### config.mk
export PLATFORM = sky130hd
export DESIGN_NAME = rss_reset_sequencer
export DESIGN_NICKNAME = d
export VERILOG_FILES = /design/src/hdl/rss_pkg.sv /design/src/hdl/rss_reset_sequencer.sv
export VERILOG_INCLUDE_DIRS = /design/src /design/src/hdl
export SDC_FILE = /design/constraint.sdc
export NUM_CORES = 1
export LEC_CHECK = 0
export CAP_MARGIN = 0
export CORE_UTILIZATION = 63
export CTS_BUF_LIST = sky130_fd_sc_hd__clkbuf_2
export CTS_CLUSTER_SIZE = 40
export DETAILED_ROUTE_END_ITERATION = 8
export DONT_BUFFER_PORTS = 1
export HOLD_SLACK_MARGIN = 0.02
export PLACE_DENSITY_LB_ADDON = 0.05
export SYNTH_ARGS = -nofsm -noshare
export SYNTH_HDL_FRONTEND = slang
export SYNTH_SLANG_ARGS = --single-unit
### constraint.sdc
create_clock -name clock -period 13.37 [get_ports clock]
set_clock_uncertainty 0.1 [all_clocks]
set_input_delay 0.6685 -clock clock [delete_from_list [all_inputs] [get_ports clock]]
set_output_delay 0.6685 -clock clock [all_outputs]
set_load 0.1 [all_outputs]
### src/hdl/rss_consts.svh
`ifndef RSS_CONSTS_SVH
`define RSS_CONSTS_SVH
// ==========================================================
// register map (word index = byte address)
`define RSS_ADDR_W 4
`define RSS_REG_POWER_CTRL 4'h0
`define RSS_REG_WD_CTRL 4'h1
`define RSS_REG_WDRESTART 4'h2
`define RSS_REG_SWRESET 4'h3
`define RSS_REG_STATUS 4'h4
// ==========================================================
// field positions and reset values
`define RSS_POWER_OFF_BIT 4
`define RSS_WD_OVF_BIT 0
`define RSS_WD_SWR_BIT 1
`define RSS_POWER_CTRL_RESET 8'h00
// ==========================================================
// key sequences
`define RSS_WD_KEY1 8'h1E
`define RSS_WD_KEY2 8'hE1
`define RSS_SW_KEY1 8'h5A
`define RSS_SW_KEY2 8'hA5
// ==========================================================
// timing
`define RSS_CLK_MHZ 200
`define RSS_T_POR_US 92
`define RSS_STARTUP_RC0_US 16
`define RSS_STARTUP_RC1_US 512
`define RSS_STARTUP_RC2_US 1024
`define RSS_STARTUP_RC3_US 4096
`define RSS_STARTUP_XT0_US 1024
`define RSS_STARTUP_XT1_US 2048
`define RSS_STARTUP_XT2_US 4096
`define RSS_STARTUP_XT3_US 16384
`define RSS_STARTUP_MAX_US 16384
`define RSS_PULSE_CYC 16
`define RSS_PIN_MIN_CYC 2
`define RSS_RESET_VECTOR 16'h0000
`endif

### src/hdl/rss_pkg.sv
package rss_pkg;
    typedef enum logic [1:0] {
        RSS_OFF = 2'b00,
        RSS_INIT = 2'b01,
        RSS_WAIT = 2'b11,
        RSS_RUN = 2'b10
    } rss_state_t;
    typedef struct packed {
        logic por_low;
        logic brownout_low;
    } rss_supply_t;
    typedef struct packed {
        logic brownout_en;
        logic pin_en;
        logic crystal;
        logic [1:0] startup_time_fuses;
    } rss_fuse_t;
endpackage : rss_pkg

### src/hdl/rss_reset_sequencer.sv
// Operation
// reset returns registers to defaults, tristates pins, starts at 0000H.
// internal reset ORs power-on, brown-out, pin, watchdog and software sources.
// after supply rises, run 92 us init, then start-up timer delay.
// power-on reset reasserts immediately when supply drops below threshold.
// power-on reset sets the power-off flag.
// pin held low past power-up timeout keeps reset until it rises.
// with brown-out enabled, timer waits for good supply and end of init.
// two fuses plus clock source select start-up delay from table.
// same delay applies after brown-out and internally timed wake-up.
// brown-out asserts reset at once, releases after start-up delay.
// brown-out acts only when its enable fuse is set.
// fuse 1 makes shared pin reset input, else general-purpose I/O.
// pin must be low two clocks to trigger reset.
// during power-up the pin is always reset input.
// only power-up overrides the pin fuse.
// programming entry while pin low; fuse-off needs pin low at power-up.
// watchdog timeout gives 16-clock reset and sets overflow flag.
// software writes 1EH then E1H to restart watchdog in time.
// writing 5AH then A5H gives 16-clock reset and sets software flag.
// power-off flag software settable, untouched by warm resets.
// reset output is OR of sources; short pulses never shorten others.
//
// The implementer's own choices: the register offsets and strobed register access.
`include "rss_consts.svh"
`timescale 1ns/1ps
`default_nettype none
module rss_reset_sequencer
    import rss_pkg::*;
#(
    parameter int CLK_MHZ = `RSS_CLK_MHZ
) (
    // clock and reset
    input wire logic clock,
    input wire logic rst,
    // supply monitor comparators, fuses and timed wake-up request
    input wire rss_supply_t supply,
    input wire rss_fuse_t fuses,
    input wire logic wake_timed,
    // watchdog counter
    input wire logic wd_timeout,
    // shared pin, five signals
    input wire logic shared_reset_gpio_in,
    input wire logic gpio_out,
    input wire logic gpio_oe,
    output logic shared_reset_gpio_out,
    output logic shared_reset_gpio_oe,
    // register port
    input wire logic [`RSS_ADDR_W-1:0] reg_addr,
    input wire logic [7:0] reg_wdata,
    input wire logic reg_wr,
    input wire logic reg_rd,
    output logic [7:0] reg_rdata,
    // results
    output logic internal_reset,
    output logic [15:0] start_vector,
    output logic wd_restart,
    output logic isp_enable,
    output logic power_off_flag,
    output logic watchdog_overflow_flag,
    output logic software_reset_flag,
    output logic pin_is_reset
);
    // ==========================================================
    // timing
    localparam int T_POR_CYC = `RSS_T_POR_US * CLK_MHZ;
    localparam int MAX_STARTUP_CYC = `RSS_STARTUP_MAX_US * CLK_MHZ;
    localparam int CW = $clog2(MAX_STARTUP_CYC + 1);

    // table kept in microseconds so one parameter rescales every delay
    function automatic logic [CW-1:0] startup_cycles(input rss_fuse_t f);
        int us;
        begin
            case ({f.crystal, f.startup_time_fuses})
                3'b000: us = `RSS_STARTUP_RC0_US;
                3'b001: us = `RSS_STARTUP_RC1_US;
                3'b010: us = `RSS_STARTUP_RC2_US;
                3'b011: us = `RSS_STARTUP_RC3_US;
                3'b100: us = `RSS_STARTUP_XT0_US;
                3'b101: us = `RSS_STARTUP_XT1_US;
                3'b110: us = `RSS_STARTUP_XT2_US;
                default: us = `RSS_STARTUP_XT3_US;
            endcase
            startup_cycles = CW'(us * CLK_MHZ);
        end
    endfunction : startup_cycles

    // one register-port write strobe aimed at one offset
    function automatic logic wr_hit(input logic wr, input logic [`RSS_ADDR_W-1:0] addr,
            input logic [`RSS_ADDR_W-1:0] target);
        begin
            wr_hit = wr && addr == target;
        end
    endfunction : wr_hit

    // ==========================================================
    // input synchronisers
    // fuses are static levels and skip the synchronisers
    logic [1:0] por_s, brown_s, pin_s, wake_s;
    always_ff @(posedge clock) begin
        por_s <= {por_s[0], supply.por_low};
        brown_s <= {brown_s[0], supply.brownout_low};
        pin_s <= {pin_s[0], shared_reset_gpio_in};
        wake_s <= {wake_s[0], wake_timed};
    end
    logic por_low, brownout_low, pin_high;
    assign por_low = por_s[1];
    assign brownout_low = brown_s[1] & fuses.brownout_en;
    assign pin_high = pin_s[1];

    // ==========================================================
    // power-up sequence
    rss_state_t st_q;
    logic [CW-1:0] cnt_q;
    logic init_done_q;
    logic powerup_q;
    logic brown_q;
    always_ff @(posedge clock) begin
        if (rst || por_low) begin
            st_q <= RSS_INIT;
            cnt_q <= '0;
            init_done_q <= 1'b0;
            powerup_q <= 1'b1;
            brown_q <= 1'b0;
        end else begin
            case (st_q)
                RSS_INIT: begin
                    if (cnt_q == CW'(T_POR_CYC - 1)) begin
                        init_done_q <= 1'b1;
                        cnt_q <= '0;
                        st_q <= RSS_WAIT;
                    end else begin
                        cnt_q <= cnt_q + 1'b1;
                    end
                end
                RSS_WAIT: begin
                    if (brownout_low) begin
                        cnt_q <= '0;
                    end else if (cnt_q >= startup_cycles(fuses) - 1'b1) begin
                        // a pin still low at the power-up time-out stretches the cold reset
                        if (!powerup_q || pin_high) begin
                            cnt_q <= '0;
                            st_q <= RSS_RUN;
                            powerup_q <= 1'b0;
                            brown_q <= 1'b0;
                        end
                    end else begin
                        cnt_q <= cnt_q + 1'b1;
                    end
                end
                RSS_RUN: begin
                    if (brownout_low) begin
                        brown_q <= 1'b1;
                        cnt_q <= '0;
                        st_q <= RSS_WAIT;
                    end else if (wake_s[1]) begin
                        cnt_q <= '0;
                        st_q <= RSS_WAIT;
                    end
                end
                default: st_q <= RSS_INIT;
            endcase
        end
    end
    logic seq_busy;
    assign seq_busy = (st_q != RSS_RUN);

    // ==========================================================
    // shared pin function
    logic pin_active;
    assign pin_active = powerup_q | fuses.pin_en;
    logic [1:0] low_cnt_q;
    logic pin_rst_q;
    always_ff @(posedge clock) begin
        if (rst || !pin_active || pin_high) begin
            low_cnt_q <= '0;
            pin_rst_q <= 1'b0;
        end else if (low_cnt_q >= 2'(`RSS_PIN_MIN_CYC - 1)) begin
            pin_rst_q <= 1'b1;
        end else begin
            low_cnt_q <= low_cnt_q + 1'b1;
        end
    end
    // pin low sampled during power-up is the only route into programming when fuse is off
    logic isp_latch_q;
    always_ff @(posedge clock) begin
        if (rst || por_low) begin
            isp_latch_q <= 1'b0;
        end else if (powerup_q && !pin_high) begin
            isp_latch_q <= 1'b1;
        end else if (pin_high) begin
            isp_latch_q <= 1'b0;
        end
    end

    // ==========================================================
    // register writes and key sequences
    logic wd_key_q, sw_key_q;
    logic sw_req, wd_restart_d;
    always_comb begin
        sw_req = wr_hit(reg_wr, reg_addr, `RSS_REG_SWRESET) && sw_key_q
            && reg_wdata == `RSS_SW_KEY2;
        wd_restart_d = wr_hit(reg_wr, reg_addr, `RSS_REG_WDRESTART) && wd_key_q
            && reg_wdata == `RSS_WD_KEY2;
    end
    always_ff @(posedge clock) begin
        if (rst) begin
            wd_key_q <= 1'b0;
            sw_key_q <= 1'b0;
        end else if (reg_wr) begin
            wd_key_q <= reg_addr == `RSS_REG_WDRESTART && reg_wdata == `RSS_WD_KEY1;
            sw_key_q <= reg_addr == `RSS_REG_SWRESET && reg_wdata == `RSS_SW_KEY1;
        end
    end

    // ==========================================================
    // 16-clock pulse from watchdog or software
    logic [4:0] pulse_q;
    always_ff @(posedge clock) begin
        if (rst) begin
            pulse_q <= '0;
        end else if (wd_timeout || sw_req) begin
            // the request cycle itself is the first of the sixteen reset cycles
            pulse_q <= 5'(`RSS_PULSE_CYC - 1);
        end else if (pulse_q != '0) begin
            pulse_q <= pulse_q - 1'b1;
        end
    end

    // ==========================================================
    // cause flags: hardware set wins over software write
    logic power_off_q, ovf_q, swr_q;
    always_ff @(posedge clock) begin
        if (rst) begin
            power_off_q <= 1'b0;
        end else if (por_low || st_q == RSS_INIT) begin
            power_off_q <= 1'b1;
        end else if (wr_hit(reg_wr, reg_addr, `RSS_REG_POWER_CTRL)) begin
            power_off_q <= reg_wdata[`RSS_POWER_OFF_BIT];
        end
    end
    always_ff @(posedge clock) begin
        if (rst) begin
            ovf_q <= 1'b0;
            swr_q <= 1'b0;
        end else begin
            if (wd_timeout) begin
                ovf_q <= 1'b1;
            end else if (wr_hit(reg_wr, reg_addr, `RSS_REG_WD_CTRL)) begin
                ovf_q <= reg_wdata[`RSS_WD_OVF_BIT];
            end
            if (sw_req) begin
                swr_q <= 1'b1;
            end else if (wr_hit(reg_wr, reg_addr, `RSS_REG_WD_CTRL)) begin
                swr_q <= reg_wdata[`RSS_WD_SWR_BIT];
            end
        end
    end

    // ==========================================================
    // reset combine and outputs
    logic rst_d;
    // requests feed in directly so a pulse starts in its own request cycle
    assign rst_d = seq_busy | por_low | brownout_low | pin_rst_q | (pulse_q != '0)
        | wd_timeout | sw_req;
    always_ff @(posedge clock) begin
        if (rst) begin
            internal_reset <= 1'b1;
            shared_reset_gpio_out <= 1'b0;
            shared_reset_gpio_oe <= 1'b0;
            start_vector <= `RSS_RESET_VECTOR;
            wd_restart <= 1'b0;
            isp_enable <= 1'b0;
            pin_is_reset <= 1'b1;
        end else begin
            internal_reset <= rst_d;
            start_vector <= `RSS_RESET_VECTOR;
            shared_reset_gpio_out <= gpio_out;
            shared_reset_gpio_oe <= gpio_oe && !pin_active && !rst_d;
            wd_restart <= wd_restart_d;
            isp_enable <= (fuses.pin_en && !pin_high) || isp_latch_q;
            pin_is_reset <= pin_active;
        end
    end
    assign power_off_flag = power_off_q;
    assign watchdog_overflow_flag = ovf_q;
    assign software_reset_flag = swr_q;

    always_ff @(posedge clock) begin
        if (rst) begin
            reg_rdata <= '0;
        end else if (reg_rd) begin
            case (reg_addr)
                `RSS_REG_POWER_CTRL: reg_rdata <= 8'(power_off_q) << `RSS_POWER_OFF_BIT;
                `RSS_REG_WD_CTRL: reg_rdata <= {6'h00, swr_q, ovf_q};
                // status also tells whether the start-up delay under way follows a brown-out
                `RSS_REG_STATUS: reg_rdata <= {4'h0, brown_q, pin_active, st_q};
                default: reg_rdata <= 8'h00;
            endcase
        end else begin
            reg_rdata <= 8'h00;
        end
    end

    // ==========================================================
    // helper: cycles since the last watchdog or software request
    logic [4:0] since_req_q;
    always_ff @(posedge clock) begin
        if (rst) begin
            since_req_q <= 5'h1F;
        end else if (wd_timeout || sw_req) begin
            since_req_q <= '0;
        end else if (since_req_q != 5'h1F) begin
            since_req_q <= since_req_q + 1'b1;
        end
    end

    // ==========================================================
    // checks: supply and sequencer
    a_bod_immediate: assert property (@(posedge clock) disable iff (rst)
        brownout_low |=> internal_reset) else $error("brown-out did not reset");
    a_por_immediate: assert property (@(posedge clock) disable iff (rst)
        por_low |=> internal_reset) else $error("power loss did not reset");
    a_init_busy: assert property (@(posedge clock) disable iff (rst)
        st_q == RSS_INIT |=> internal_reset) else $error("released during init");
    a_bod_wait: assert property (@(posedge clock) disable iff (rst)
        (st_q == RSS_WAIT && brownout_low && !por_low) |=> st_q == RSS_WAIT)
        else $error("start-up ran in low supply");
    a_powerup_hold: assert property (@(posedge clock) disable iff (rst)
        (powerup_q && !pin_high) |=> internal_reset) else $error("power-up ended with pin low");

    // ==========================================================
    // checks: watchdog and software pulses
    a_pulse_len: assert property (@(posedge clock) disable iff (rst)
        $rose(sw_req) |=> internal_reset [*8]) else $error("pulse too short");
    a_wd_pulse: assert property (@(posedge clock) disable iff (rst)
        wd_timeout |=> internal_reset [*8]) else $error("watchdog pulse too short");
    a_pulse_load: assert property (@(posedge clock) disable iff (rst)
        (wd_timeout || sw_req) |=> pulse_q == 5'(`RSS_PULSE_CYC - 1))
        else $error("pulse count not loaded");
    a_pulse_window: assert property (@(posedge clock) disable iff (rst)
        since_req_q < 5'(`RSS_PULSE_CYC - 1) |=> internal_reset) else $error("pulse cut short");
    a_pulse_end: assert property (@(posedge clock) disable iff (rst)
        (since_req_q == 5'(`RSS_PULSE_CYC - 1) && !wd_timeout && !sw_req && !seq_busy
        && !por_low && !brownout_low && !pin_rst_q) |=> !internal_reset)
        else $error("pulse longer than sixteen cycles");
    a_wd_flag: assert property (@(posedge clock) disable iff (rst)
        wd_timeout |=> watchdog_overflow_flag) else $error("overflow flag missing");
    a_sw_flag: assert property (@(posedge clock) disable iff (rst)
        sw_req |=> software_reset_flag) else $error("software flag missing");

    // ==========================================================
    // checks: power-off flag
    a_pof_set: assert property (@(posedge clock) disable iff (rst)
        por_low |=> power_off_flag) else $error("power-off flag missing");
    a_pof_keep: assert property (@(posedge clock) disable iff (rst)
        (!por_low && st_q != RSS_INIT && !wr_hit(reg_wr, reg_addr, `RSS_REG_POWER_CTRL))
        |=> $stable(power_off_flag)) else $error("power-off flag changed by warm reset");

    // ==========================================================
    // checks: shared pin
    a_pin_held: assert property (@(posedge clock) disable iff (rst)
        pin_rst_q |=> internal_reset) else $error("pin reset lost");
    a_pin_two: assert property (@(posedge clock) disable iff (rst)
        (pin_active && !pin_high) [*3] |=> pin_rst_q) else $error("pin not caught");
    a_pin_fuse: assert property (@(posedge clock) disable iff (rst)
        !pin_active |=> !pin_rst_q) else $error("pin reset while pin is general-purpose");
    a_isp_pin: assert property (@(posedge clock) disable iff (rst)
        (fuses.pin_en && !pin_high) |=> isp_enable) else $error("programming entry missed");
    a_gpio_off: assert property (@(posedge clock) disable iff (rst)
        internal_reset |-> !shared_reset_gpio_oe) else $error("pin driven in reset");
    a_oe_reset: assert property (@(posedge clock) disable iff (rst)
        rst_d |=> !shared_reset_gpio_oe) else $error("pin driven while reset pending");
    a_vector: assert property (@(posedge clock) disable iff (rst)
        $fell(internal_reset) |-> start_vector == 16'h0000) else $error("bad vector");
endmodule : rss_reset_sequencer
`default_nettype wire

# --- Word-level counts from Yosys, hierarchy flattened ---
# Cells that the tools add are included.
classes:
  addsub: 4
  mul: 1
  div: 0
  magnitude_cmp: 2
  eq_ne: 26
  shifts: 0
  muxes: 34
  bitwise: 10
  n_reduce_logical: 43
op_table:
  columns: ["cell", "count"]
  rows:
  - ["$mux 22", 6]
  - ["$mux 32", 3]
  - ["$pmux 15 s5", 1]
  - ["$pmux 22 s3", 1]
  - ["$mul 32x6->19 const B", 1]
  - ["$add 22x1->22 const B", 1]
  - ["$eq 22x15->1 const B", 1]
  - ["$ge 22x22->1", 1]
  - ["$sub 22x1->22 const B", 1]
  - ["$eq 8x8->1 const B", 2]
  - ["$pmux 5 s3", 1]
  - ["$logic_and 1x1->1", 14]
  - ["$mux 1", 12]
  - ["$mux 2", 6]
  - ["$ne 2x2->1 const B", 6]
  - ["$reduce_bool 2->1", 6]
  - ["$reduce_and 5->1", 2]
  - ["$eq 3x3->1 const B", 3]
  - ["$eq 4x2->1 const B", 2]
  - ["$eq 8x5->1 const B", 1]
  - ["$eq 8x7->1 const B", 1]
  - ["$mux 4", 2]
  - ["$reduce_or 2->1", 4]
  - ["$logic_or 1x1->1", 7]
  - ["23 further kinds", 35]
word_totals:
  regBits: 62
  latchBits: 0
  mem_bits_rw: 0
  mem_bits_ro: 0
  inputBits: 28
  output_inout_bits: 33
  wordCells: 145
  mem_count: 0

# --- Depth between registers and ports, before layout ---
# Gate-level depths: netlist (run 1).
logic_depth:
  ltp_word: 12
  mapped_depth: 22
  ltp_nobuf: 20

# --- Worst setup path after synthesis (run 1) ---
# Ideal clock, no wire load.
synth_timing:
  path_type: "in2reg"
  startpoint: "in fuses[1] (netlist name)"
  endpoint: "reg cnt_q[2]"
  t_arrival_ps: 4756
  t_required_ps: 13153
  path_slack_ps: 8397
  cell_stages: 21
  path_buffers: 1
  cell_sequence: "xnor2_1 -> nor2_1 -> inv_1 -> ha_1 -> inv_1 -> fa_1 -> inv_1 -> ha_1 -> ha_1 -> nor4_1 -> nand2_1 -> nor3_1 -> xnor2_1 -> ha_1 -> nand4_1 -> a21oi_1 -> o211ai_1 -> a31o_1 -> buf_6 -> a211o_1 -> a32o_1"
synth_via:
  elab_chain_cells: 12
synth_lines:
  columns: ["element", "line", "source"]
  rows:
  - ["from (decl)", "rss_reset_sequencer.sv:38", "input wire rss_fuse_t fuses,"]
  - ["$eq 3x3->1 / $eq 3x2->1 (equally long branches)", "rss_reset_sequencer.sv:74", "case ({f.crystal, f.startup_time_fuses})"]
  - ["$reduce_or 2->1 (no source line)", null, null]
  - ["$pmux 15 s5 *", "rss_reset_sequencer.sv:74", null]
  - ["$mux 32 *", "rss_reset_sequencer.sv:137", "if (brownout_low) begin"]
  - ["$mux 32 *", "rss_reset_sequencer.sv:126", "case (st_q)"]
  - ["$mux 32 *", "rss_reset_sequencer.sv:119", "if (rst || por_low) begin"]
  - ["$mul 32x6->19 *", "rss_reset_sequencer.sv:84", "startup_cycles = CW'(us * CLK_MHZ);"]
  - ["$sub 22x1->22 *", "rss_reset_sequencer.sv:139", "end else if (cnt_q >= startup_cycles(fuses) - 1'b1) begin"]
  - ["$ge 22x22->1 *", "rss_reset_sequencer.sv:139", null]
  - ["$mux 22", "rss_reset_sequencer.sv:139", null]
  - ["$mux 22", "rss_reset_sequencer.sv:137", null]
  - ["$pmux 22 s3", "rss_reset_sequencer.sv:126", null]
  - ["to (signal assigned)", "rss_reset_sequencer.sv:133", "cnt_q <= cnt_q + 1'b1;"]
  - ["to (signal assigned)", "rss_reset_sequencer.sv:148", "cnt_q <= cnt_q + 1'b1;"]
  - ["to (decl)", "rss_reset_sequencer.sv:114", "logic [CW-1:0] cnt_q;"]
# Every way passes the cells marked *; elsewhere a longest branch is shown, timed or not. The select of a mux whose other input is x is not followed.
# A chain may end at the register's enable or synchronous reset.

# --- Worst setup path in the final report (run 1) ---
layout_timing:
  startpoint: "in fuses[1] (netlist name)"
  endpoint: "reg cnt_q[0]"
# The elaborated chain is that of the path after synthesis.

==> results.ini, run 1 <==
[placement]
placedInstanceArea_um2=3664
place_congestion=0.8721
port-buffer-count=0
dp_slack_ns=7.646
placedCellCount=500
post-dp-hpwl_um=5730

[global_route]
grt-ovfl-total=0
grtUsageMet3_pct=4.138
grt_pass1_vias=2955
grt_max_degree=25
track_usage_pct=27.10
grt_use_met2_pct=44.09
grt.busiest_layer=met2
antenna_found_initial=0
grtUsageMet1_pct=35.72
grt_first_pass_wirelength_um=13390

[die]
num_io_pins=61
core_area_um2=5608
die_area_um2=6230
rows=27
start_util_pct=66.49
die_x_um=78.93
fp.dieH_um=78.93

[clock_network]
path_clk_slew_ns=0.18
cts.sinks=59
cts_hold_buf=0
post_cts_resize_count=0
tritoncts.num_buffers=9
ctsHtreeMaxLevel=3
root_buffer=clkbuf_2
tritoncts=yes
worst_skew_pair.late_latency_ns=0.49
post_cts_buffers=0
clk_path_buf_depth=2

[timing]
maxSlewHeadroom_pct=29.29
max_freq_ghz=0.1919
layout_setup_ws_ns=8.159
finalMaxSlewViolations=0
rsz0062_at_grt=false
worstMarginPinSlew_ns=1.054
hold_violations=0
min_period_over_period_pct=38.97
timing.setup.tns_ns=0
hold_ws_ns=0.08820
finalSetupViolations=0
layout_min_cycle_time_ns=5.211

[flow_run]
cap_violations=0

[layout]
diodes=0
drive_above_1_share_pct=7.207
final_cells=516
seq_area_um2=1181
utilization_pct=68.34
finalInstanceArea_um2=3832
fin_nets=503
n_fill_cell=491
area_growth_pct=2.785
multi_input_area_um2=2276

[synth]
yosysWarnings=0
synthesis.instances=447
synth.area.top_cells=dfxtp_1 32%, ha_1 12%, buf_4 4.0%
ys_types=57
synth_edf_count=0
yosysMostFrequentCell=dfxtp_1
avgSynthCellArea_um2=8.341
synth_commonest_cells=59 x dfxtp_1, 38 x nand2_1, 35 x ha_1, 28 x a21oi_1
ys_ff_latch=59
yosysSeqAreaShare_pct=31.68
ys_async_sr_fraction_pct=0
yosysTopAreaCellShare_pct=31.68
yosys.area.top_type=dfxtp_1
syn_area_um2=3729
synth-main-ff-cell=dfxtp_1

[critical_path]
cp-end-kind=flop
crit_top_cell=ha_1
crit_arrival_ns=5.52
crit_path_max_incr_delay_ns=0.60
slowest_stage=a31o_1
worstPathCellList=xnor2_1, nor2_1, inv_1, ha_1, inv_1, fa_1, inv_1, ha_1, ha_1, nor4_1, nand2_1, nor3_1, xnor2_1, ha_1, a21oi_1, o21ai_0, a21oi_1, a31o_1, nand3_1, o31ai_1
rrSetupSlack_ns=10.25
required_ns=13.68
worstSetupPathType=input port to flop
start_kind=input port
path_max_fanout=17

[detailed_routing]
wl_per_cell_um=15.40
drt-total-wl_um=7947
num_vias=3181
ant_nets=0
dr.first_iter.drc_count=212
viasPerCell=6.165
firstDrtPassIters=6
drc=0

[power]
pwr-share-comb_pct=16.4
p_clk_share_pct=37.7
p_leak_nw=1.537
swShare_pct=31.81
switching_power_mw=0.1317
total_power_mw=0.4142
seqPwrFrac_pct=45.9
intPower_mw=0.2824
vdd_drop_max_v=0.00008260
p_per_area_nw_per_um2=108.1

[worst_hold_path]
hold_class=input port to flop

[status]
status=complete, no violations

cell type report:
cell class | count | share of cell area, %
clock buffers | 9 | 1.175
clock inverters | 7 | 3.232
inverters | 27 | 2.644
multi-input cells | 340 | 59.39
flip-flops and latches | 59 | 30.82
well taps | 72 | 2.351
repair buffers | 2 | 0.3918
kinds of logic (layout without fill, tap and decap cells):
family / after synthesis / after routing / synth area share (%)
AO/OA/AOI/OAI: 94 / 94 / 17.01
flip-flops: 59 / 59 / 31.68
other: 1 / 19 / 0.1006
multiplexers: 6 / 6 / 1.644
buffers and inverters: 66 / 45 / 9.094
adder cells (fa/ha/maj): 36 / 36 / 12.28
XOR/XNOR: 15 / 15 / 3.524
AND/OR/NAND/NOR: 170 / 170 / 24.67
flip-flops by register name, indices dropped and copies added (netlist names), 2 cells and up:
register / flops
brown_s: 2
cnt_q: 22
low_cnt_q: 2
pin_s: 2
por_s: 2
pulse_q: 5
reg_rdata: 5
st_q: 2
wake_s: 2
cell usage in the layout, fill, tap and decap left out, drive strengths merged, types with 16 or more instances in the layout:
master / synthesis / final
nand4: 16 / 16
nor2: 28 / 28
nand3: 18 / 18
nand2: 38 / 38
dfxtp: 59 / 59
a21oi: 28 / 28
conb: 1 / 19
inv: 27 / 29
ha: 35 / 35
final timing paths:
path | cells after the start | from | end
worst max-delay path | 20 | fuses[1] | cnt_q[0]
worst min-delay path | 0 | supply[1] | por_s[0]
worst max register to register | 7 | cnt_q[13] | cnt_q[0]
worst min register to register | 0 | wake_s[0] | wake_s[1]
routing by layer:
| metal | wire length [um] | vias to the layer above |
|---|---|---|
| met1 | 3730 | 1497 |
| met2 | 3772 | 87 |
| met3 | 328 | 13 |
| li1 | - | 1584 |
| met4 | 116 | 0 |
| met5 | 0 | - |
power groups by stage:
| stage | clock network, mW | registers (mW) | logic [mW] |
|---|---|---|---|
| 4_1_cts | 0.158 | 0.190 | 0.0684 |
| 6_report | 0.156 | 0.190 | 0.0680 |
| 2_1_floorplan | 0 | 0.193 | 0.0651 |
| 5_1_grt | 0.166 | 0.191 | 0.0754 |
| 3_5_place_dp | 0 | 0.194 | 0.0680 |
| 3_3_place_gp | 0 | 0.193 | 0.0665 |
critical path, delay by kind of cell:
kind	cells	cell delay [ns]
adder cells (fa/ha/maj)	5	1.56
AO/OA/AOI/OAI	5	1.45
AND/OR/NAND/NOR	5	1.35
XOR/XNOR	2	0.25
buffers and inverters	3	0.23
(Power assumes the default switching activity.)
==> run 2, diff against run 1 <==
--- a/config.mk
+++ b/config.mk
@@ -6,6 +6,7 @@
 export SDC_FILE = /design/constraint.sdc
 export NUM_CORES = 1
 export LEC_CHECK = 0
+export ABC_AREA = 1
 export CAP_MARGIN = 0
 export CORE_UTILIZATION = 63
 export CTS_BUF_LIST = sky130_fd_sc_hd__clkbuf_2
==> constraint.sdc (replaced) <==
create_clock -name clock -period 5.1 [get_ports clock]
set_clock_uncertainty 0.1 [all_clocks]
set_input_delay 0.255 -clock clock [delete_from_list [all_inputs] [get_ports clock]]
set_output_delay 0.255 -clock clock [all_outputs]
set_load 0.1 [all_outputs]
==> run 2 against run 1 <==
Against the previous run: synthesized area up 7.7%; global-route usage up 1.8 points; non-clock buffer count increased by 27; utilization grew 4.0 points; largest power group unchanged.
==> results.ini, run 2 <==
[critical_path]
start_kind=input port
path_max_fanout=24  ; +7
cp-end-kind=flop
required_ns=5.43  ; -8.25 ns
rrSetupSlack_ns=2.30  ; -7.95 ns
worstSetupPathType=input port to flop
crit_arrival_ns=4.76  ; -0.76 ns

[clock_network]
ctsHtreeMaxLevel=3  ; unchanged
root_buffer=clkbuf_2
tritoncts=yes
worst_skew_pair.late_latency_ns=0.49  ; about the same
post_cts_resize_count=0  ; unchanged
cts_hold_buf=28  ; +28
post_cts_buffers=0  ; unchanged
cts.sinks=59  ; unchanged
clk_path_buf_depth=2  ; unchanged
path_clk_slew_ns=0.17  ; about the same
tritoncts.num_buffers=9  ; unchanged

[synth]
avgSynthCellArea_um2=7.119  ; -15%
synth_edf_count=0  ; unchanged
synth_xor_area_share_pct=4.363  ; +0.84 points
ys_types=39  ; -32%
ys_async_sr_fraction_pct=0  ; unchanged
synth_compound_area_share_pct=8.570  ; -8.4 points
synthMuxAreaShare_pct=0  ; -1.6 points
synthesis.instances=564  ; +26%
syn_area_um2=4015  ; +7.7%
synth_commonest_cells=122 x nand2_1, 81 x inv_1, 59 x dfxtp_1, 59 x nor2_1, 52 x nand3_1
synth-main-ff-cell=dfxtp_1
yosysWarnings=0  ; unchanged
synthAdderAreaFrac_pct=11.41  ; -0.88 points
yosys.area.top_type=dfxtp_1
synth_top_family_by_area=simple AND/OR/NAND/NOR gates
yosysSeqAreaShare_pct=29.42  ; -2.3 points
yosys.area_share.simple_pct=33.28  ; +8.6 points
synth.area.top_cells=dfxtp_1 29%, nand2_1 11%, ha_1 11%
yosysTopAreaCellShare_pct=29.42  ; -2.3 points
yosysMostFrequentCell=nand2_1
ys_ff_latch=59  ; unchanged

[timing]
rsz0062_at_grt=false
max_freq_ghz=0.2259
finalSetupViolations=0  ; unchanged
hold_violations=0  ; unchanged
finalMaxSlewViolations=0  ; unchanged
worstMarginPinSlew_ns=1.073  ; +0.01820 ns
min_period_over_period_pct=86.80
layout_min_cycle_time_ns=4.427
maxSlewHeadroom_pct=28.23  ; -1.1 points
timing.setup.tns_ns=0  ; unchanged

[layout]
final_cell_mix=122 x nand2_1, 81 x inv_1, 59 x nor2_1, 59 x dfxtp_1, 52 x nand3_1
largest_reg_flops=22  ; unchanged
final_common_cell=nand2_1
drive_above_1_share_pct=8.167  ; +0.96 points
finalInstanceArea_um2=4358  ; +14%
fin_nets=660  ; +31%
utilization_pct=72.32  ; +4.0 points
n_fill_cell=520  ; +5.9%
diodes=0  ; unchanged
reg.largest.list=cnt_q (22), pulse_q (5), reg_rdata (5)
largest_register=cnt_q
area_growth_pct=8.538

[placement]
port-buffer-count=0  ; unchanged
placedInstanceArea_um2=3975  ; +8.5%
place_congestion=0.9039  ; +3.6%
post-dp-hpwl_um=6337  ; +11%

[die]
start_util_pct=66.63  ; +0.14 points
rows=28  ; +3.7%
fp.dieH_um=81.83  ; +3.7%
core_area_um2=6026  ; +7.5%
num_io_pins=61  ; unchanged
die_area_um2=6696  ; +7.5%
die_x_um=81.83  ; +3.7%

[detailed_routing]
dr.first_iter.drc_count=152  ; -28%
num_vias=3603  ; +13%
firstDrtPassIters=4  ; -2
wl_per_cell_um=13.13  ; -15%
drt-total-wl_um=8860  ; +11%
viasPerCell=5.338  ; -13%
drc=0  ; unchanged
ant_nets=0  ; unchanged

[power]
switching_power_mw=0.3394  ; +160%
vdd_drop_max_v=0.0002191  ; +170%
swShare_pct=34.81  ; +3.0 points
total_power_mw=0.9750  ; +140%
pwr-share-comb_pct=20.2  ; +3.8 points
p_per_area_nw_per_um2=223.7  ; +110%
seqPwrFrac_pct=50.8  ; +4.9 points
intPower_mw=0.6356  ; +130%
p_clk_share_pct=29.1  ; -8.6 points
p_leak_nw=2.037  ; +33%

[global_route]
track_usage_pct=28.86  ; +1.8 points
grt-ovfl-total=0  ; unchanged
grt_use_met2_pct=49.01  ; +4.9 points
grt.busiest_layer=met2
grt_max_degree=25  ; unchanged
grtUsageMet3_pct=8.333  ; +4.2 points
grtUsageMet1_pct=32.65  ; -3.1 points
antenna_found_initial=0  ; unchanged
grt_pass1_vias=3414  ; +16%
grt_first_pass_wirelength_um=14570  ; +8.8%

[status]
status=complete, no violations

[flow_run]
cap_violations=0  ; unchanged

[worst_hold_path]
hold_class=input port to flop

run 2: critical path: stages:
cell and delay [ns]:
inv_1 0.06, o21ai_0 0.53, inv_1 0.14, ha_1 0.22, ha_1 0.18, ha_1 0.27, ha_1 0.33, a31o_2 0.25
xnor2_1 0.25, o2111ai_1 0.17, xor2_1 0.17, ha_1 0.31, nand2_1 0.07, nor2_1 0.06, nand3_1 0.06, nand2_1 0.05
nor2_1 0.24, nand3_4 0.18, a21oi_4 0.56, nand3_1 0.23, a21oi_2 0.17
run 2: area by class of cell:
type                    instances  area, um2  share of cell area [%]
multi-input cells             415       2385                   54.72
well taps                      75      93.84                   2.153
clock buffers                   9      45.04                   1.034
clock inverters                 6      57.56                   1.321
repair buffers                 29      287.8                   6.604
flip-flops and latches         59       1181                   27.10
inverters                      82      307.8                   7.063
run 2: power groups by stage:
stage | logic, mW | registers [mW] | clock network, mW
2_1_floorplan | 0.170 | 0.503 | 0
6_report | 0.197 | 0.495 | 0.283
3_3_place_gp | 0.175 | 0.504 | 0
3_5_place_dp | 0.180 | 0.505 | 0
4_1_cts | 0.196 | 0.495 | 0.286
5_1_grt | 0.217 | 0.497 | 0.310
run 2: path summary, 6_finish.rpt:
| kind | start | end | cells after the start |
|---|---|---|---|
| setup / recovery | fuses[2] | cnt_q[18] | 21 |
| hold / removal | reg_wdata[2] | pulse_q[4] | 5 |
| setup reg to reg | st_q[1] | cnt_q[18] | 9 |
| hold reg to reg | pin_s[0] | pin_s[1] | 0 |
run 2: logic make-up (layout without fill, tap and decap cells):
kind of cell,count (synthesis),in the layout
AOI/OAI and AO/OA,53,53
xor gates and xnor gates,20,20
buffers and inverters,108,126
adders and majority gates,36,36
and+or+nand+nor,287,287
other,1,19
DFF,59,59
run 2: metal layers:
metal,part of all wire (%),vias up,wire length [um]
met5,0,-,0
met4,1.7,0,153
met3,4.6,19,409
met2,50,105,4430
met1,44,1627,3867
li1,-,1852,-
run 2: stage by stage:
step,hold WS [ns],worst slack (ns),std cells
floorplan,0.1827,0.7949,582
global placement,0.1828,0.4690,632
detailed placement,0.1828,0.2516,632
CTS,0.05717,0.7585,675
global route,0.1020,0.3733,675
finish,0.08086,0.6734,675
==> run 3, diff against run 2 <==
--- a/config.mk
+++ b/config.mk
@@ -14,6 +14,7 @@
 export DETAILED_ROUTE_END_ITERATION = 8
 export DONT_BUFFER_PORTS = 1
 export HOLD_SLACK_MARGIN = 0.02
+export MAX_ROUTING_LAYER = met4
 export PLACE_DENSITY_LB_ADDON = 0.05
 export SYNTH_ARGS = -nofsm -noshare
 export SYNTH_HDL_FRONTEND = slang
==> run 3 against run 2 <==
Against the previous run: final cell count unchanged; non-clock buffer count unchanged; clock power is essentially flat; setup slack better by 0.020 ns; sequential share of layout area did not move; total power barely moved; count of clock-buffer cells in the layout did not move; via count rose by 0.69%; routed wire length grew 0.54%; die area is the same; largest cell class unchanged.
==> results.ini, run 3 (same netlist as run 2, synthesis figures left out) <==
[layout]
largest_reg_flops=22  ; unchanged
n_fill_cell=520  ; unchanged
drive_above_1_share_pct=8.167  ; unchanged
finalInstanceArea_um2=4358  ; unchanged
seq_area_um2=1181  ; unchanged
final_common_cell=nand2_1
area_growth_pct=8.538  ; unchanged
reg.largest.list=cnt_q (22), pulse_q (5), reg_rdata (5)
multi_input_area_um2=2385  ; unchanged
largest_register=cnt_q
fin_nets=660  ; unchanged
final_cell_mix=122 x nand2_1, 81 x inv_1, 59 x nor2_1, 59 x dfxtp_1, 52 x nand3_1
final_cells=675  ; unchanged
diodes=0  ; unchanged

[clock_network]
cts_hold_buf=28  ; unchanged
cts.sinks=59  ; unchanged
clk_path_buf_depth=2  ; unchanged
tritoncts.num_buffers=9  ; unchanged
worst_skew_pair.late_latency_ns=0.49  ; about the same
path_clk_slew_ns=0.17  ; about the same
tritoncts=yes
post_cts_buffers=0  ; unchanged
root_buffer=clkbuf_2
ctsHtreeMaxLevel=3  ; unchanged
post_cts_resize_count=0  ; unchanged

[die]
start_util_pct=66.63  ; unchanged
die_x_um=81.83  ; unchanged
fp.dieH_um=81.83  ; unchanged
core_area_um2=6026  ; unchanged
num_io_pins=61  ; unchanged
rows=28  ; unchanged
die_area_um2=6696  ; unchanged

[flow_run]
cap_violations=0  ; unchanged

[detailed_routing]
wl_per_cell_um=13.20  ; +0.54%
drc=0  ; unchanged
dr.first_iter.drc_count=142  ; -6.6%
drt-total-wl_um=8908  ; +0.54%
num_vias=3628  ; +0.69%
firstDrtPassIters=5  ; +1
ant_nets=0  ; unchanged
viasPerCell=5.375  ; +0.69%

[timing]
worstMarginPinSlew_ns=1.063  ; -0.01001 ns
rsz0062_at_grt=false
hold_violations=0  ; unchanged
max_freq_ghz=0.2269  ; +0.45%
maxSlewHeadroom_pct=28.90  ; +0.67 points
min_period_over_period_pct=86.40  ; -0.39 points
finalMaxSlewViolations=0  ; unchanged
finalSetupViolations=0  ; unchanged
hold_ws_ns=0.07973  ; -0.001126 ns
timing.setup.tns_ns=0  ; unchanged
layout_min_cycle_time_ns=4.407  ; -0.01993 ns

[status]
status=complete, no violations

[global_route]
antenna_found_initial=0  ; unchanged
grt_max_degree=25  ; unchanged
grt_first_pass_wirelength_um=14570  ; unchanged
grt_pass1_vias=3404  ; -0.29%
grt-ovfl-total=0  ; unchanged
track_usage_pct=29.60  ; +0.74 points

[critical_path]
r2r_start=st_q[1]
r2r_cells=9  ; unchanged
setup.worst_path.end=cnt_q[18]
timing.rr.end=cnt_q[18]
path_max_fanout=24  ; unchanged
cp-startpoint=fuses[2]
rrSetupSlack_ns=2.33  ; +0.03 ns
worstSetupPathType=input port to flop
cp-end-kind=flop
crit_arrival_ns=4.74  ; -0.02 ns
required_ns=5.43  ; about the same
start_kind=input port

[worst_hold_path]
hold_class=input port to flop

[power]
total_power_mw=0.9756  ; about the same
vdd_drop_max_v=0.0002192  ; about the same
p_per_area_nw_per_um2=223.9  ; about the same
p_leak_nw=2.037  ; unchanged

[placement]
place_congestion=0.9194  ; +1.7%
post-dp-hpwl_um=6337  ; unchanged
port-buffer-count=0  ; unchanged
placedCellCount=632  ; unchanged
placedInstanceArea_um2=3975  ; unchanged

==> run 3: area by class of cell <==
cell class | instances | share of cell area, %
multi-input cells | 415 | 54.72
clock inverters | 6 | 1.321
well taps | 75 | 2.153
inverters | 82 | 7.063
repair buffers | 29 | 6.604
clock buffers | 9 | 1.034
flip-flops and latches | 59 | 27.10
==> run 3: routing by layer <==
layer | share of wire [%] | GRT usage (%)
met3 | 5.0 | 8.667
met1 | 44 | 32.58
met5 | 0 | -
met4 | 2.2 | 13.68
met2 | 49 | 49.09
==> run 3: where the power goes <==
part           switching, mW  internal, mW  total, mW
clock network          0.177         0.106      0.284
registers             0.0223         0.473      0.495
logic                  0.140        0.0563      0.197
total                  0.340         0.636      0.976
==> run 3: through the flow <==
| stage | utilization (%) | setup slack [ns] |
|---|---|---|
| 6_report | 72.32 | 0.6934 |
| 5_1_grt | 72.32 | 0.3702 |
| 4_1_cts | 72.32 | 0.7585 |
| 3_5_place_dp | 65.97 | 0.2516 |
| 3_3_place_gp | 65.97 | 0.4690 |
| 2_1_floorplan | - | 0.7949 |
==> run 3: how the worst min path moves through the flow <==
stage,startpoint,endpoint,depth (start not counted),slack [ns]
after floorplan,supply[0],brown_s[0],0,0.18
after global placement,shared_reset_gpio_in,pin_s[0],0,0.18
after detailed placement,wake_timed,wake_s[0],0,0.18
after CTS,reg_wdata[2],pulse_q[4],5,0.06
after global routing,reg_wdata[2],pulse_q[4],5,0.10
final,reg_wdata[2],pulse_q[4],5,0.08
==> run 3: worst max-delay path: stages <==
cell       delay [ns]
inv_1            0.06
o21ai_0          0.53
inv_1            0.14
ha_1             0.22
ha_1             0.18
ha_1             0.27
ha_1             0.33
a31o_2           0.25
xnor2_1          0.25
o2111ai_1        0.17
xor2_1           0.17
ha_1             0.31
nand2_1          0.07
nor2_1           0.06
nand3_1          0.06
nand2_1          0.05
nor2_1           0.24
nand3_4          0.18
a21oi_4          0.55
nand3_1          0.22
a21oi_2          0.16
